==> src/rtl/uart_status_pkg.sv <==
// Package with register map, reset values and types of the status block.
package uart_status_pkg;

    // Register indices on the 5-bit register port.
    localparam logic [4:0] ADDR_RX_TX     = 5'h00;
    localparam logic [4:0] ADDR_INT_EN    = 5'h01;
    localparam logic [4:0] ADDR_ENH_FEAT  = 5'h02;
    localparam logic [4:0] ADDR_FIFO_CTRL = 5'h03;
    localparam logic [4:0] ADDR_MODEM_CTL = 5'h04;
    localparam logic [4:0] ADDR_LINE_STAT = 5'h05;
    localparam logic [4:0] ADDR_MODEM_STA = 5'h06;
    localparam logic [4:0] ADDR_SCRATCH   = 5'h07;
    localparam logic [4:0] ADDR_DIV_LOW   = 5'h08;
    localparam logic [4:0] ADDR_DIV_HIGH  = 5'h09;
    localparam logic [4:0] ADDR_DIV_FRAC  = 5'h0a;
    localparam logic [4:0] ADDR_DEV_ID    = 5'h0b;
    localparam logic [4:0] ADDR_DEV_REV   = 5'h0c;
    localparam logic [4:0] ADDR_RESUME_1  = 5'h0d;
    localparam logic [4:0] ADDR_RESUME_2  = 5'h0e;
    localparam logic [4:0] ADDR_PAUSE_1   = 5'h0f;
    localparam logic [4:0] ADDR_PAUSE_2   = 5'h10;

    // Field positions.
    localparam int EFR_ENH_BIT   = 4;
    localparam int EFR_ACTS_BIT  = 7;
    localparam int IER_MODEM_BIT = 3;
    localparam int MCR_LOOP_BIT  = 4;
    localparam int LSR_THRE_BIT  = 5;

    // Reset values; the identity codes are arbitrary.
    localparam logic [7:0] SCRATCH_RST  = 8'hff;
    localparam logic [7:0] DIV_LOW_RST  = 8'h01;
    localparam logic [7:0] DIV_HIGH_RST = 8'h00;
    localparam logic [7:0] DEV_ID_VAL   = 8'h5a;
    localparam logic [7:0] DEV_REV_VAL  = 8'h0a;
    localparam logic [7:0] ZERO_BYTE    = 8'h00;

    localparam int RX_DEPTH = 16;

    typedef enum logic [1:0] {
        SAMPLE_16X = 2'b00,
        SAMPLE_8X  = 2'b01,
        SAMPLE_4X  = 2'b10
    } sample_rate_t;

    typedef enum logic [2:0] {
        MATCH_NONE   = 3'b000,
        MATCH_FIRST  = 3'b001,
        MATCH_SECOND = 3'b010,
        MATCH_EITHER = 3'b011,
        MATCH_BOTH   = 3'b100
    } rx_match_t;

    // One received character with its error tags.
    typedef struct packed {
        logic       brk;
        logic       frame_err;
        logic       parity_err;
        logic [7:0] data;
    } rx_entry_t;

    // Baud divisor: integer part and sixteenths.
    typedef struct packed {
        logic [15:0] whole;
        logic [3:0]  frac;
    } divisor_t;

endpackage : uart_status_pkg

==> src/rtl/uart_status_block.sv <==
// Status, modem status, divisor and flow select logic of one serial channel.
`timescale 1ns/1ps
module uart_status_block (
    input  wire logic                       clk_i,
    input  wire logic                       rst_n_i,
    input  wire logic [4:0]                 addr_i,
    input  wire logic [7:0]                 wdata_i,
    input  wire logic                       wr_i,
    input  wire logic                       rd_i,
    output logic      [7:0]                 rdata_o,
    input  wire logic                       rx_done_i,
    input  wire uart_status_pkg::rx_entry_t rx_char_i,
    input  wire logic                       tx_shift_load_i,
    input  wire logic                       tx_shift_empty_i,
    input  wire logic                       tx_fifo_empty_i,
    output logic                            tx_hold_wr_o,
    output logic      [7:0]                 tx_hold_data_o,
    output logic                            tx_stop_o,
    input  wire logic                       cts_n_i,
    input  wire logic                       dsr_n_i,
    input  wire logic                       ring_indicator_in_n_i,
    input  wire logic                       carrier_detect_in_n_i,
    output logic                            modem_irq_o,
    output uart_status_pkg::divisor_t       divisor_o,
    output uart_status_pkg::sample_rate_t   sample_rate_o,
    output logic      [1:0]                 tx_flow_sel_o,
    output uart_status_pkg::rx_match_t      rx_match_o,
    output logic      [7:0]                 modem_control_o
);

    ////////////////////////////////////////////////////////////////////////
    // Register state.

    logic [7:0]  ie_q, efr_q, fifo_ctl_q, mcr_q, scratch_q;
    logic [7:0]  dll_q, dlm_q, dld_q;
    logic [7:0]  res1_q, res2_q, pau1_q, pau2_q;
    logic [3:0]  pin_m_q, pin_s_q, stat_prev_q, delta_q;
    logic        overrun_q, break_seen_q, hold_empty_q;
    uart_status_pkg::rx_entry_t fifo_q [uart_status_pkg::RX_DEPTH];
    logic [3:0]  wptr_q, rptr_q;
    logic [4:0]  count_q;
    logic [3:0]  stat_now;
    logic [7:0]  lsr_now;
    logic        enh, push, pop, full, err_sum;
    uart_status_pkg::rx_entry_t head;

    // Byte write to one register index.
    function automatic logic wr_at(input logic [4:0] a);
        wr_at = wr_i && (addr_i == a);
    endfunction : wr_at

    // Merge a write with bits that stay frozen while enhanced is off.
    function automatic logic [7:0] keep(input logic [7:0] old,
                                        input logic [7:0] frozen);
        keep = (wdata_i & ~frozen) | (old & frozen);
    endfunction : keep

    // Receive matching decode of the flow selection.
    function automatic uart_status_pkg::rx_match_t
        match_of(input logic [3:0] s);
        case (s[1:0])
            2'b10:   match_of = uart_status_pkg::MATCH_FIRST;
            2'b01:   match_of = uart_status_pkg::MATCH_SECOND;
            2'b11:   match_of = (s[3] ^ s[2]) ?
                                uart_status_pkg::MATCH_EITHER :
                                uart_status_pkg::MATCH_BOTH;
            default: match_of = uart_status_pkg::MATCH_NONE;
        endcase
    endfunction : match_of

    assign enh = efr_q[uart_status_pkg::EFR_ENH_BIT];

    ////////////////////////////////////////////////////////////////////////
    // Control registers.

    // Writes to the enhanced bits are dropped while enhanced is off, so
    // legacy software cannot disturb settings made earlier.
    always_ff @(posedge clk_i or negedge rst_n_i) begin
        if (!rst_n_i) begin
            ie_q       <= uart_status_pkg::ZERO_BYTE;
            efr_q      <= uart_status_pkg::ZERO_BYTE;
            fifo_ctl_q <= uart_status_pkg::ZERO_BYTE;
            mcr_q      <= uart_status_pkg::ZERO_BYTE;
            dld_q      <= uart_status_pkg::ZERO_BYTE;
        end else begin
            if (wr_at(uart_status_pkg::ADDR_INT_EN)) begin
                ie_q <= keep(ie_q, enh ? 8'h00 : 8'hf0);
            end
            if (wr_at(uart_status_pkg::ADDR_MODEM_CTL)) begin
                mcr_q <= keep(mcr_q, enh ? 8'h00 : 8'he0);
            end
            if (wr_at(uart_status_pkg::ADDR_ENH_FEAT)) begin
                efr_q <= wdata_i;
            end
            if (wr_at(uart_status_pkg::ADDR_FIFO_CTRL)) begin
                fifo_ctl_q <= wdata_i;
            end
            if (wr_at(uart_status_pkg::ADDR_DIV_FRAC) && enh) begin
                dld_q <= {2'b00, wdata_i[5:0]};
            end
        end
    end

    // Divisor, scratch and flow characters.
    always_ff @(posedge clk_i or negedge rst_n_i) begin
        if (!rst_n_i) begin
            scratch_q <= uart_status_pkg::SCRATCH_RST;
            dll_q     <= uart_status_pkg::DIV_LOW_RST;
            dlm_q     <= uart_status_pkg::DIV_HIGH_RST;
            res1_q    <= uart_status_pkg::ZERO_BYTE;
            res2_q    <= uart_status_pkg::ZERO_BYTE;
            pau1_q    <= uart_status_pkg::ZERO_BYTE;
            pau2_q    <= uart_status_pkg::ZERO_BYTE;
        end else begin
            if (wr_at(uart_status_pkg::ADDR_SCRATCH)) begin
                scratch_q <= wdata_i;
            end
            if (wr_at(uart_status_pkg::ADDR_DIV_LOW)) begin
                dll_q <= wdata_i;
            end
            if (wr_at(uart_status_pkg::ADDR_DIV_HIGH)) begin
                dlm_q <= wdata_i;
            end
            if (wr_at(uart_status_pkg::ADDR_RESUME_1)) begin
                res1_q <= wdata_i;
            end
            if (wr_at(uart_status_pkg::ADDR_RESUME_2)) begin
                res2_q <= wdata_i;
            end
            if (wr_at(uart_status_pkg::ADDR_PAUSE_1)) begin
                pau1_q <= wdata_i;
            end
            if (wr_at(uart_status_pkg::ADDR_PAUSE_2)) begin
                pau2_q <= wdata_i;
            end
        end
    end

    ////////////////////////////////////////////////////////////////////////
    // Receive FIFO with per-byte error tags.

    // A break character is stored once; the rest of the same break is
    // swallowed until a normal character ends it.
    assign full = (count_q == 5'd16);
    assign pop  = rd_i && (addr_i == uart_status_pkg::ADDR_RX_TX)
                  && (count_q != 5'd0);
    assign push = rx_done_i && !full
                  && !(rx_char_i.brk && break_seen_q);
    assign head = fifo_q[rptr_q];

    always_ff @(posedge clk_i or negedge rst_n_i) begin
        if (!rst_n_i) begin
            wptr_q       <= 4'h0;
            rptr_q       <= 4'h0;
            count_q      <= 5'h00;
            break_seen_q <= 1'b0;
        end else begin
            if (push) begin
                fifo_q[wptr_q] <= rx_char_i;
                wptr_q         <= wptr_q + 4'h1;
            end
            if (pop) begin
                rptr_q <= rptr_q + 4'h1;
            end
            count_q <= count_q + {4'h0, push} - {4'h0, pop};
            if (rx_done_i) begin
                break_seen_q <= rx_char_i.brk;
            end
        end
    end

    // Error summary over the occupied entries only.
    always_comb begin
        err_sum = 1'b0;
        for (int i = 0; i < uart_status_pkg::RX_DEPTH; i++) begin
            if ((5'(i) < count_q) &&
                (|fifo_q[4'(rptr_q + 4'(i))][10:8])) begin
                err_sum = 1'b1;
            end
        end
    end

    // Overrun stays until line status is read; a new overrun in the
    // read cycle wins over the clear.
    always_ff @(posedge clk_i or negedge rst_n_i) begin
        if (!rst_n_i) begin
            overrun_q <= 1'b0;
        end else if (rx_done_i && full) begin
            overrun_q <= 1'b1;
        end else if (rd_i && addr_i == uart_status_pkg::ADDR_LINE_STAT) begin
            overrun_q <= 1'b0;
        end
    end

    ////////////////////////////////////////////////////////////////////////
    // Transmit side.

    // Host write clears holding-empty; a shifter load sets it again.
    always_ff @(posedge clk_i or negedge rst_n_i) begin
        if (!rst_n_i) begin
            hold_empty_q   <= 1'b1;
            tx_hold_wr_o   <= 1'b0;
            tx_hold_data_o <= uart_status_pkg::ZERO_BYTE;
        end else begin
            tx_hold_wr_o <= wr_at(uart_status_pkg::ADDR_RX_TX);
            if (wr_at(uart_status_pkg::ADDR_RX_TX)) begin
                hold_empty_q   <= 1'b0;
                tx_hold_data_o <= wdata_i;
            end else if (tx_shift_load_i) begin
                hold_empty_q <= 1'b1;
            end
        end
    end

    ////////////////////////////////////////////////////////////////////////
    // Modem inputs.

    // Two-stage synchroniser for the four modem pins.
    always_ff @(posedge clk_i or negedge rst_n_i) begin
        if (!rst_n_i) begin
            pin_m_q <= 4'hf;
            pin_s_q <= 4'hf;
        end else begin
            pin_m_q <= {carrier_detect_in_n_i, ring_indicator_in_n_i,
                        dsr_n_i, cts_n_i};
            pin_s_q <= pin_m_q;
        end
    end

    // Bits 3:0 are carrier, ring, ready, clear status (active high).
    assign stat_now = mcr_q[uart_status_pkg::MCR_LOOP_BIT] ?
                      mcr_q[3:0] :
                      ~pin_s_q;

    // Change flags; an event in the read cycle survives the clear.
    always_ff @(posedge clk_i or negedge rst_n_i) begin
        if (!rst_n_i) begin
            stat_prev_q <= 4'h0;
            delta_q     <= 4'h0;
        end else begin
            stat_prev_q <= stat_now;
            delta_q     <= (rd_i && addr_i == uart_status_pkg::ADDR_MODEM_STA
                            ? 4'h0 : delta_q)
                           | {stat_prev_q[3] ^ stat_now[3],
                              stat_prev_q[2] & ~stat_now[2],
                              stat_prev_q[1:0] ^ stat_now[1:0]};
        end
    end

    ////////////////////////////////////////////////////////////////////////
    // Outputs and read data.

    // Line status assembled from the head entry and transmit state.
    always_comb begin
        lsr_now    = {err_sum, 1'b0, 1'b0, head.brk, head.frame_err,
                      head.parity_err, overrun_q, count_q != 5'd0};
        lsr_now[6] = (fifo_ctl_q[0] ? tx_fifo_empty_i : hold_empty_q)
                     && tx_shift_empty_i;
        lsr_now[uart_status_pkg::LSR_THRE_BIT] =
            fifo_ctl_q[0] ? tx_fifo_empty_i : hold_empty_q;
        if (count_q == 5'd0) begin
            lsr_now[4:2] = 3'b000;
        end
    end

    // Registered outputs; the auto stop waits for the current character
    // because the transmitter samples it only between characters.
    always_ff @(posedge clk_i or negedge rst_n_i) begin
        if (!rst_n_i) begin
            modem_irq_o     <= 1'b0;
            tx_stop_o       <= 1'b0;
            divisor_o       <= '0;
            sample_rate_o   <= uart_status_pkg::SAMPLE_16X;
            tx_flow_sel_o   <= 2'b00;
            rx_match_o      <= uart_status_pkg::MATCH_NONE;
            modem_control_o <= uart_status_pkg::ZERO_BYTE;
        end else begin
            modem_irq_o <= ie_q[uart_status_pkg::IER_MODEM_BIT]
                           && (delta_q != 4'h0);
            tx_stop_o   <= efr_q[uart_status_pkg::EFR_ACTS_BIT]
                           && pin_s_q[0];
            divisor_o   <= {dlm_q, dll_q, dld_q[3:0]};
            sample_rate_o <= dld_q[5] ? uart_status_pkg::SAMPLE_4X :
                             dld_q[4] ? uart_status_pkg::SAMPLE_8X :
                                        uart_status_pkg::SAMPLE_16X;
            tx_flow_sel_o <= efr_q[3:2];
            rx_match_o    <= match_of(efr_q[3:0]);
            modem_control_o <= mcr_q;
        end
    end

    // Read data one cycle after the strobe; unmapped reads give zero.
    always_ff @(posedge clk_i or negedge rst_n_i) begin
        if (!rst_n_i) begin
            rdata_o <= uart_status_pkg::ZERO_BYTE;
        end else if (rd_i) begin
            case (addr_i)
                uart_status_pkg::ADDR_RX_TX:     rdata_o <= head.data;
                uart_status_pkg::ADDR_INT_EN:    rdata_o <= ie_q;
                uart_status_pkg::ADDR_ENH_FEAT:  rdata_o <= efr_q;
                uart_status_pkg::ADDR_FIFO_CTRL: rdata_o <= fifo_ctl_q;
                uart_status_pkg::ADDR_MODEM_CTL: rdata_o <= mcr_q;
                uart_status_pkg::ADDR_LINE_STAT: rdata_o <= lsr_now;
                uart_status_pkg::ADDR_MODEM_STA: rdata_o <= {stat_now,
                                                             delta_q};
                uart_status_pkg::ADDR_SCRATCH:   rdata_o <= scratch_q;
                uart_status_pkg::ADDR_DIV_LOW:   rdata_o <= dll_q;
                uart_status_pkg::ADDR_DIV_HIGH:  rdata_o <= dlm_q;
                uart_status_pkg::ADDR_DIV_FRAC:  rdata_o <= dld_q;
                // Identity reads only with a zero divisor.
                uart_status_pkg::ADDR_DEV_ID:    rdata_o <=
                    ({dlm_q, dll_q} == 16'h0000) ?
                    uart_status_pkg::DEV_ID_VAL : 8'h00;
                uart_status_pkg::ADDR_DEV_REV:   rdata_o <=
                    ({dlm_q, dll_q} == 16'h0000) ?
                    uart_status_pkg::DEV_REV_VAL : 8'h00;
                uart_status_pkg::ADDR_RESUME_1:  rdata_o <= res1_q;
                uart_status_pkg::ADDR_RESUME_2:  rdata_o <= res2_q;
                uart_status_pkg::ADDR_PAUSE_1:   rdata_o <= pau1_q;
                uart_status_pkg::ADDR_PAUSE_2:   rdata_o <= pau2_q;
                default:                         rdata_o <= 8'h00;
            endcase
        end else begin
            rdata_o <= 8'h00;
        end
    end

endmodule : uart_status_block

==> config.mk <==
export PLATFORM = sky130hd
export DESIGN_NAME = uart_status_block
export DESIGN_NICKNAME = d
export VERILOG_FILES = /design/src/rtl/uart_status_pkg.sv /design/src/rtl/uart_status_block.sv
export SDC_FILE = /design/constraint.sdc
export NUM_CORES = 1
export LEC_CHECK = 0
export ABC_AREA = 0
export BUFFER_PORTS_ARGS = -buffer_cell sky130_fd_sc_hd__buf_2
export CAP_MARGIN = 20
export CORE_MARGIN = 2
export CORE_UTILIZATION = 51
export CTS_CLUSTER_SIZE = 30
export DETAILED_ROUTE_END_ITERATION = 8
export GPL_TIMING_DRIVEN = 0
export MAX_ROUTING_LAYER = met4
export PLACE_DENSITY = 0.77
export SYNTH_ARGS = -nofsm -noshare
export SYNTH_HDL_FRONTEND = slang
export SYNTH_SLANG_ARGS = --single-unit
==> constraint.sdc <==
create_clock -name clk_i -period 6.9 [get_ports clk_i]
set_clock_uncertainty 0.05 [all_clocks]
set_input_delay 1.725 -clock clk_i [delete_from_list [all_inputs] [get_ports clk_i]]
set_output_delay 1.725 -clock clk_i [all_outputs]
set_load 0.01 [all_outputs]
==> results of run 1 <==
-- cells by family after synthesis --
logic type                 count (synthesis)
DFF                                      356
xor gates and xnor gates                  24
AOI/OAI and AO/OA                        150
and+or+nand+nor                          231
muxes                                    190
adders and majority gates                 24
buffers and inverters                     81
-- power by group --
part	switching, uW	internal [uW]	total, uW	leakage (uW)
logic	1170	911	2080	0.00270
clock network	828	1150	1980	0.000596
registers	177	2480	2660	0.00384
-- state kept, by name, summed over array words and instances (netlist names), 5 cells and up, named ones only --
signal and count:
fifo_q 176, efr_q 8, tx_hold_data_o 8, rdata_o 8
pau1_q 8, pau2_q 8, divisor_o 20, dll_q 8
scratch_q 8, count_q 5, mcr_q 5, res1_q 8
fifo_ctl_q 8, res2_q 8, dld_q 6, modem_control_o 8
dlm_q 8
-- metal layers --
metal / wire (um) / share of wire [%] / vias to the layer above / GRT usage, %
met2: 19000 / 47 / 540 / 39.92
li1: - / - / 4375 / -
met5: 0 / 0 / - / -
met3: 3511 / 8.7 / 106 / 4.579
met4: 1384 / 3.4 / 0 / 9.268
met1: 16530 / 41 / 5153 / 35.41
-- area by class of cell --
| cell class | count | area (sq um) | area share, % |
|---|---|---|---|
| Timing Repair Buffer | 103 | 636.9 | 3.517 |
| Tap cell | 396 | 495.5 | 2.737 |
| Inverter | 28 | 105.1 | 0.5805 |
| Buffer | 53 | 279.0 | 1.541 |
| Multi-Input combinational cell | 619 | 5583 | 30.83 |
| Sequential cell | 356 | 9812 | 54.19 |
| Antenna cell | 1 | 2.502 | 0.01382 |
| Clock inverter | 18 | 153.9 | 0.8500 |
| Clock buffer | 45 | 1039 | 5.736 |
-- critical path, stage by stage --
cell and delay [ps]:
buf_2 160, or3_1 380, nor3_1 190, and3_1 180, clkbuf_1 330, ha_1 310, inv_1 50, ha_1 160
inv_1 60, fa_1 400, nor2_1 120, nor2_1 40, nor2_1 80, nor2_1 60, xor2_1 130
-- cells in the final DEF, fill, tap and decap left out, drive strengths merged, types with 4 or more instances in the layout --
| cell | count |
|---|---|
| a22o | 8 |
| xor2 | 9 |
| nor4 | 27 |
| nand3 | 18 |
| a21oi | 26 |
| dfrtp | 162 |
| a22oi | 31 |
| o21ai | 15 |
| edfxtp | 176 |
| buf | 131 |
| a21boi | 4 |
| a21o | 4 |
| nor2 | 47 |
| and3 | 14 |
| ha | 23 |
| xnor2 | 15 |
| clkinv | 11 |
| mux2i | 26 |
| nor2b | 5 |
| nand4 | 9 |
| nand2 | 58 |
| a2111oi | 12 |
| inv | 33 |
| dfstp | 18 |
| clkbuf | 70 |
| a31oi | 9 |
| mux2 | 109 |
| nand2b | 9 |
| mux4 | 55 |
| nor3 | 25 |
| a221oi | 10 |
| a211oi | 10 |
| o211ai | 5 |
-- stage by stage --
| step | instance area [sq um] | cells | util [%] | total power, uW | hold slack (ps) |
|---|---|---|---|---|---|
| floorplan | 15760 | 1056 | - | 4114 | 295.2 |
| global placement | 16680 | 1538 | 54.68 | 4676 | 297.6 |
| detailed placement | 16900 | 1554 | 55.41 | 4745 | 297.2 |
| CTS | 18100 | 1617 | 59.31 | 6720 | 306.1 |
| global route | 18100 | 1618 | 59.34 | 7028 | 309.9 |
| finish | 18110 | 1619 | 59.35 | 6713 | 305.2 |
-- worst min-delay path by stage --
stage | from | end | slack (ps) | cells after the start
floorplan | pin_m_q[0] | pin_s_q[0] | 300 | 0
global placement | pin_m_q[2] | pin_s_q[2] | 300 | 0
detailed placement | pin_m_q[1] | pin_s_q[1] | 300 | 0
CTS | pin_m_q[1] | pin_s_q[1] | 310 | 0
global route | pin_m_q[1] | pin_s_q[1] | 310 | 0
finish | pin_m_q[1] | pin_s_q[1] | 310 | 0
==> results, run 1 <==
- The run finished with clean final reports.
- The required time at the endpoint of the critical path is 7250 ps.
- Clock tree synthesis selected as its root buffer the cell clkbuf_16.
- The part of the Yosys area used for sequential elements is 62.27%.
- Ranked by instance count, the synthesized netlist is headed by edfxtp_1, dfrtp_1, mux2_2, nand2_1, mux4_2.
- The maximum VDD drop is 316.1 uV.
- The synthesized-area fraction occupied by and/or/nand/nor cells is 7.734%.
- Of the total synthesized cell area, the portion taken by XOR and XNOR cells is between 1 and 1.5%.
- The share of the clock period used by the worst path is 58.55%.
- The largest family of logic cells by synthesized area is multiplexers.
- The last weighted congestion value of the routability-driven placer is between 0.9 and 1.
- Cells with a size suffix above 1 make up between 30% and 40% of the layout.
- The minimum setup slack in the final design is 2860 ps.
- The leakage power is 0.007137 uW.
- Clock-pin slew was measured on the worst setup and hold paths at 60 ps.
- The H-tree generated during clock tree synthesis spans 2 levels.
- The path type of the worst min-delay path is flip-flop to flip-flop.
- The count of fill cells added during filler insertion is 2291.
- The total wirelength of the detailed-routed design is 40430 um.
- Dividing total power by cell area gives a power density of 370.8 nW/um^2.
- Across the run, the number of max-cap violations was 0.
- In the routed layout, each cell is associated on average with a via count of roughly 6.3.
- In this run the worst setup path begins at addr_i[2].
- The cell count after synthesis came out at 1056.
- The number of clock sinks is 356.
- The starting density of the core is a little over 50%.
- After synthesis, the netlist uses 71 different library cells.
- The adder-cell share of the synthesized area is 1.953%.
- The maximum clock rate is approximately 250 MHz.
- The final count of hold timing violations is 0.
- The pin count of the biggest net entering global routing is 107.
- The final period demand of the worst path is 4040 ps.
- Of the post-synthesis cell area, the part taken by muxes is between 10% and 20%.
- The total area inside the core boundary comes to slightly above 30000 sq um.
- The number of buffers added for setup after CTS is 0.
- The first routing iteration left 1030 violations.
- The number of search-and-repair iterations in the first detailed-routing pass is 5.
- The number of ports placed on the die boundary is 90.
- The global-route wire length before repair is 62470 um.
- The number of clock buffers added by TritonCTS is 37.
- The cell type with the largest total area after synthesis is edfxtp_1.
- The worst register-to-register path ends at rdata_o[7].
- The kind of start point of the critical path is an input port.
- The total half-perimeter wirelength after legalization and detailed placement is between 20000 and 30000 um.
- The sort of element at the end of the critical path is a flip-flop.
- TritonCTS built the clock tree.
- The transition time at the pin with the least slew margin is 1136 ps.
- The total overflow left after global routing is 0.
- The startpoint of the lowest-slack register-to-register path is rptr_q[1].
- The floorplan step set the die width to 179.8 um.
- The residual antenna-violating net count after detailed routing is 0.
- The overall routing resource usage is 26.05%.
- The worst slack after detailed placement is 2283 ps.
- The portion of synthesized cell area occupied by the leading cell type is 33.54%.
- The total negative slack for setup checks is 0 ps.
- The net total in the final layout is ~1300.
- The tightest slew margin relative to the limit is 24.23%.
- The netlist area before placement is 15760 sq um.
- After synthesis the netlist holds a flip-flop and latch count of 356.
- The share of synthesized registers carrying an async set or reset is 50.56%.
- In this run, synthesis inferred 176 flip-flops with an integrated enable.
- In this run, post-CTS hold repair placed 0 buffers.
- Relative to the synthesized area, the layout overhead comes to 14.91%.
- In the post-synthesis netlist, the cell with the most instances is edfxtp_1.
- Buffers placed on the I/O ports in this run total 86.
- In the synthesized netlist the dominant register cell turns out to be edfxtp_1.
- The count of instances resized after the clock tree is built is 0.
- The most critical setup path has its endpoint at count_q[4].
- The floorplan step set the die height to 179.8 um.
- The average wire length per cell after detail routing is 24.97 um.
- Yosys printed 0 warnings.
- The final number of setup-violating endpoints is 0.
- The number of nets produced by synthesis is 1116.
- The compound-cell area share of the yosys netlist is 6.940%.
- The number of antenna violations at the first check in global routing is 0.
- In the routed design, unresolved DRC markers number 0.
- The critical path arrival is roughly 4400 ps.
- The floorplan step defined a die boundary enclosing 32320 sq um.
- The number of global-route vias before repair is around 10000.
- Clock latency on the worst-skew pair, taken at its later pin, is approximately 530 ps.
- The number of max-slew violations in the final report is 0.
- The synthesized area per cell is between 10 and 15 sq um.
- The floorplan has 64 rows.
- After synthesis, the cell types taking the most area are edfxtp_1, dfrtp_1, mux2_2.
- The routed via count is about 10000.
- The number of cells on the worst reg-to-reg path is 12.
- In this run the worst path has a maximum fanout of 9.
- The category of the critical setup timing path is input port to flip-flop.
- Across all register-to-register paths, the minimum setup slack is 2940 ps.
- The clock passes through at most 3 buffers.
- Setup repair after global routing left no endpoint under its margin.
Note: power is estimated with default switching activity, not from simulation.
==> inputs of run 2 (changes only) <==
--- a/config.mk
+++ b/config.mk
@@ -14,7 +14,7 @@
 export DETAILED_ROUTE_END_ITERATION = 8
 export GPL_TIMING_DRIVEN = 0
 export MAX_ROUTING_LAYER = met4
-export PLACE_DENSITY = 0.77
+export PLACE_DENSITY = 0.79
 export SYNTH_ARGS = -nofsm -noshare
 export SYNTH_HDL_FRONTEND = slang
 export SYNTH_SLANG_ARGS = --single-unit
==> constraint.sdc (replaced) <==
create_clock -name clk_i -period 3.3 [get_ports clk_i]
set_clock_uncertainty 0.05 [all_clocks]
set_input_delay 0.825 -clock clk_i [delete_from_list [all_inputs] [get_ports clk_i]]
set_output_delay 0.825 -clock clk_i [all_outputs]
set_load 0.01 [all_outputs]
==> run 2 against run 1 <==
Effect of this change:
- worst hold slack got worse by 120 ps
- highest routed layer unchanged
- count of clock-buffer cells in the layout rose by 6
- setup slack got worse by 2700 ps
- design area rose by 0.54%
- core utilization rose by 0.32 points
- wire length fell by 0.14%
- global-route usage fell by 0.34 points
- largest cell class unchanged
- cell count rose by 0.31%
- first-iteration DRC count rose by 3.8%
- critical path depth fell by 8
==> results, run 2 (synthesis results as in run 1) <==
- The final count of hold timing violations is 0 (unchanged).
- The number of max-slew violations in the final report is 0 (unchanged).
- The area of the core is 30510 sq um (unchanged).
- The share of the clock period used by the worst path is 96.23%.
- The quantity of hold-fixing buffers added after cts is 0 (unchanged).
- The detailed-route DRC error count is 0 (unchanged).
- The pin count of the biggest net entering global routing is 115 (+7.5%).
- The total negative slack for setup checks came to 0 ps (unchanged).
- The minimum setup slack among reg-to-reg paths was 120 ps (-2820 ps).
- The last weighted congestion value of the routability-driven placer came to 0.9470 (-3.0%).
- The vertical extent of the die was 179.8 um (unchanged).
- The worst-path maximum fanout came to 10 (+1).
- The maximum VDD drop came to 599.9 uV (+90%).
- The power density relative to cell area is 782.0 nW/um^2 (+110%).
- The insertion delay of the later-clocked pin in the worst-skew pair is 510 ps (-20 ps).
- The net total in the final layout is 1259 (+0.079%).
- The worst hold slack across all endpoints is 186.2 ps (-119.0 ps).
- The final cell count without fillers is 1624 (+0.31%).
- The worst setup path is captured at a flip-flop.
- The cell row count is 64 (unchanged).
- The number of instances in the placed design is 1555 (+0.064%).
- The category of the critical setup timing path is flip-flop to flip-flop.
- The number of antenna violations at the first check in global routing is 1 (+1).
- The via density per instance was 6.214 (-1.1%).
- The residual antenna-violating net count after detailed routing is 0 (unchanged).
- The library cell used as clock root buffer is clkbuf_16.
- The worst setup path is launched from a flip-flop.
- The number of buffers inserted by port buffering is 86 (unchanged).
- The depth of the worst register-to-register path is 7 (-5).
- The routed via count came to 10092 (-0.81%).
- The number of ports placed on the die boundary was 90 (unchanged).
- The total clock buffers created by CTS is 37 (unchanged).
- The flip-flop count of the largest register, all copies and words added is 176 (unchanged).
- The area growth from synthesis to layout is 15.53%.
- The critical path arrival came to 3490 ps (-900 ps).
- The width of the die came to 179.8 um (unchanged).
- The full die area is 32320 sq um (unchanged).
- The H-tree depth came to 2 (unchanged).
- The leakage power was 0.007177 uW (+0.55%).
- The overall routing resource usage was 25.71% (-0.34 points).
- The required time at the endpoint of the critical path is 3620 ps (-3630 ps).
- The share of layout cells above drive strength 1 is 32.36% (+0.60 points).
- Setup repair after global routing left no endpoint under its margin.
- The number of search-and-repair iterations in the first detailed-routing pass is 5 (unchanged).
- The power consumption came to 14240 uW (+110%).
- The number of max-capacitance violations reported came to 0 (unchanged).
- The sum of overflow across all layers after global routing came to 0 (unchanged).
- The run finished with clean final reports.
- The commonest non-fill, non-tap cell in the layout is edfxtp_1.
- The transition time at the pin with the least slew margin is 1075 ps (-61.80 ps).
- The clock tree from TritonCTS is yes.
- The number of global-route vias before repair came to 10139 (-1.5%).
- The starting DRC count in detailed routing was 1069 (+3.8%).
- The maximum number of buffers from clock root to sink is 3 (unchanged).
- The final number of setup-violating endpoints is 0 (unchanged).
- The count of fill cells added during filler insertion is 2254 (-1.6%).
- The average wire length per cell after detail routing was 24.86 um (-0.45%).
- The library cells used most frequently in the layout, excluding fill and tap cells, are edfxtp_1, dfrtp_1, mux2_2, buf_2, nand2_1.
- The tightest slew margin relative to the limit is 27.76% (+3.5 points).
- The starting density of the core came to 51.64% (unchanged).
- The global-route wire length before repair is 61970 um (-0.81%).
- The clock edge transition at the registers on the reported setup and hold paths is 60 ps (about the same).
- The largest registers in the layout are fifo_q x176, divisor_o x20.
- The number of clock sinks was 356 (unchanged).
- The total wirelength of the detailed-routed design is 40370 um (-0.14%).
- Static timing analysis puts the maximum clock frequency at 314.9 MHz.
- Subtracting the final worst setup slack from the clock period gives 3176 ps.
- The register ranked first by flip-flop count is fifo_q.
- The total half-perimeter wirelength after legalization and detailed placement was 27810 um (-0.50%).
- The path class of the tightest hold or removal check is input port to asynchronous set/reset pin.
[run 2: cell count changes in the layout (fill, tap and decap cells not counted), sizes merged]
cell | before | now
clkinvlp | 0 | 2
inv | 33 | 30
clkbuf | 70 | 73
bufinv | 2 | 4
buf | 131 | 135
clkinv | 11 | 8
[run 2: final cells by class]
type                            instances  area, sq um  share of cell area [%]
Inverter                               28        108.9                  0.5980
Timing Repair Buffer                  107        660.6                   3.629
Clock inverter                         16        195.2                   1.072
Buffer                                 50        272.8                   1.498
Multi-Input combinational cell        619         5584                   30.68
Sequential cell                       356         9813                   53.91
Antenna cell                            1        2.502                 0.01375
Clock buffer                           51         1071                   5.884
Tap cell                              396        495.5                   2.722
[run 2: through the flow]
step | instance area (sq um) | worst slack, ps | utilization [%]
finish | 18200 | 124.5 | 59.67
global placement | 16680 | -3225 | 54.68
floorplan | 15760 | 20.67 | -
detailed placement | 16910 | -447.8 | 55.41
CTS | 18190 | 73.62 | 59.62
global route | 18200 | 26.63 | 59.67
[run 2: layer usage]
layer | vias up | GRT usage (%) | share of wire (%)
met4 | 0 | 7.024 | 2.4
met1 | 5177 | 34.43 | 41
li1 | 4373 | - | -
met3 | 79 | 4.984 | 8.0
met5 | - | - | 0
met2 | 463 | 40.58 | 49
[run 2: timing repair]
item,4_1_cts,5_1_grt
setup endpoints to repair,2,5
buffers inserted,3,0
resized for setup,1,6
[run 2: final timing paths]
kind / to / start
worst max-delay path: rdata_o[6] / rptr_q[1]
worst min-delay path: rdata_o[7] / rst_n_i
worst max register to register: rdata_o[6] / rptr_q[1]
worst min register to register: pin_s_q[3] / pin_m_q[3]
max in group asynchronous: pau1_q[2] / rst_n_i
min in group clk_i: pin_s_q[3] / pin_m_q[3]
[run 2: power breakdown]
group	internal, uW	switching (uW)	leakage [uW]	total, uW
Sequential	5190	359	0.00384	5550
Combinational	1930	2460	0.00272	4390
Clock	2600	1700	0.000626	4300
Total	9720	4510	0.00718	14200
[run 2: worst max-delay path, stage by stage (launching register included)]
cell and delay, ps:
dfrtp_1 430, buf_4 220, buf_2 330, buf_1 620
mux4_2 420, mux4_2 530, a211oi_1 280, nor2_1 120
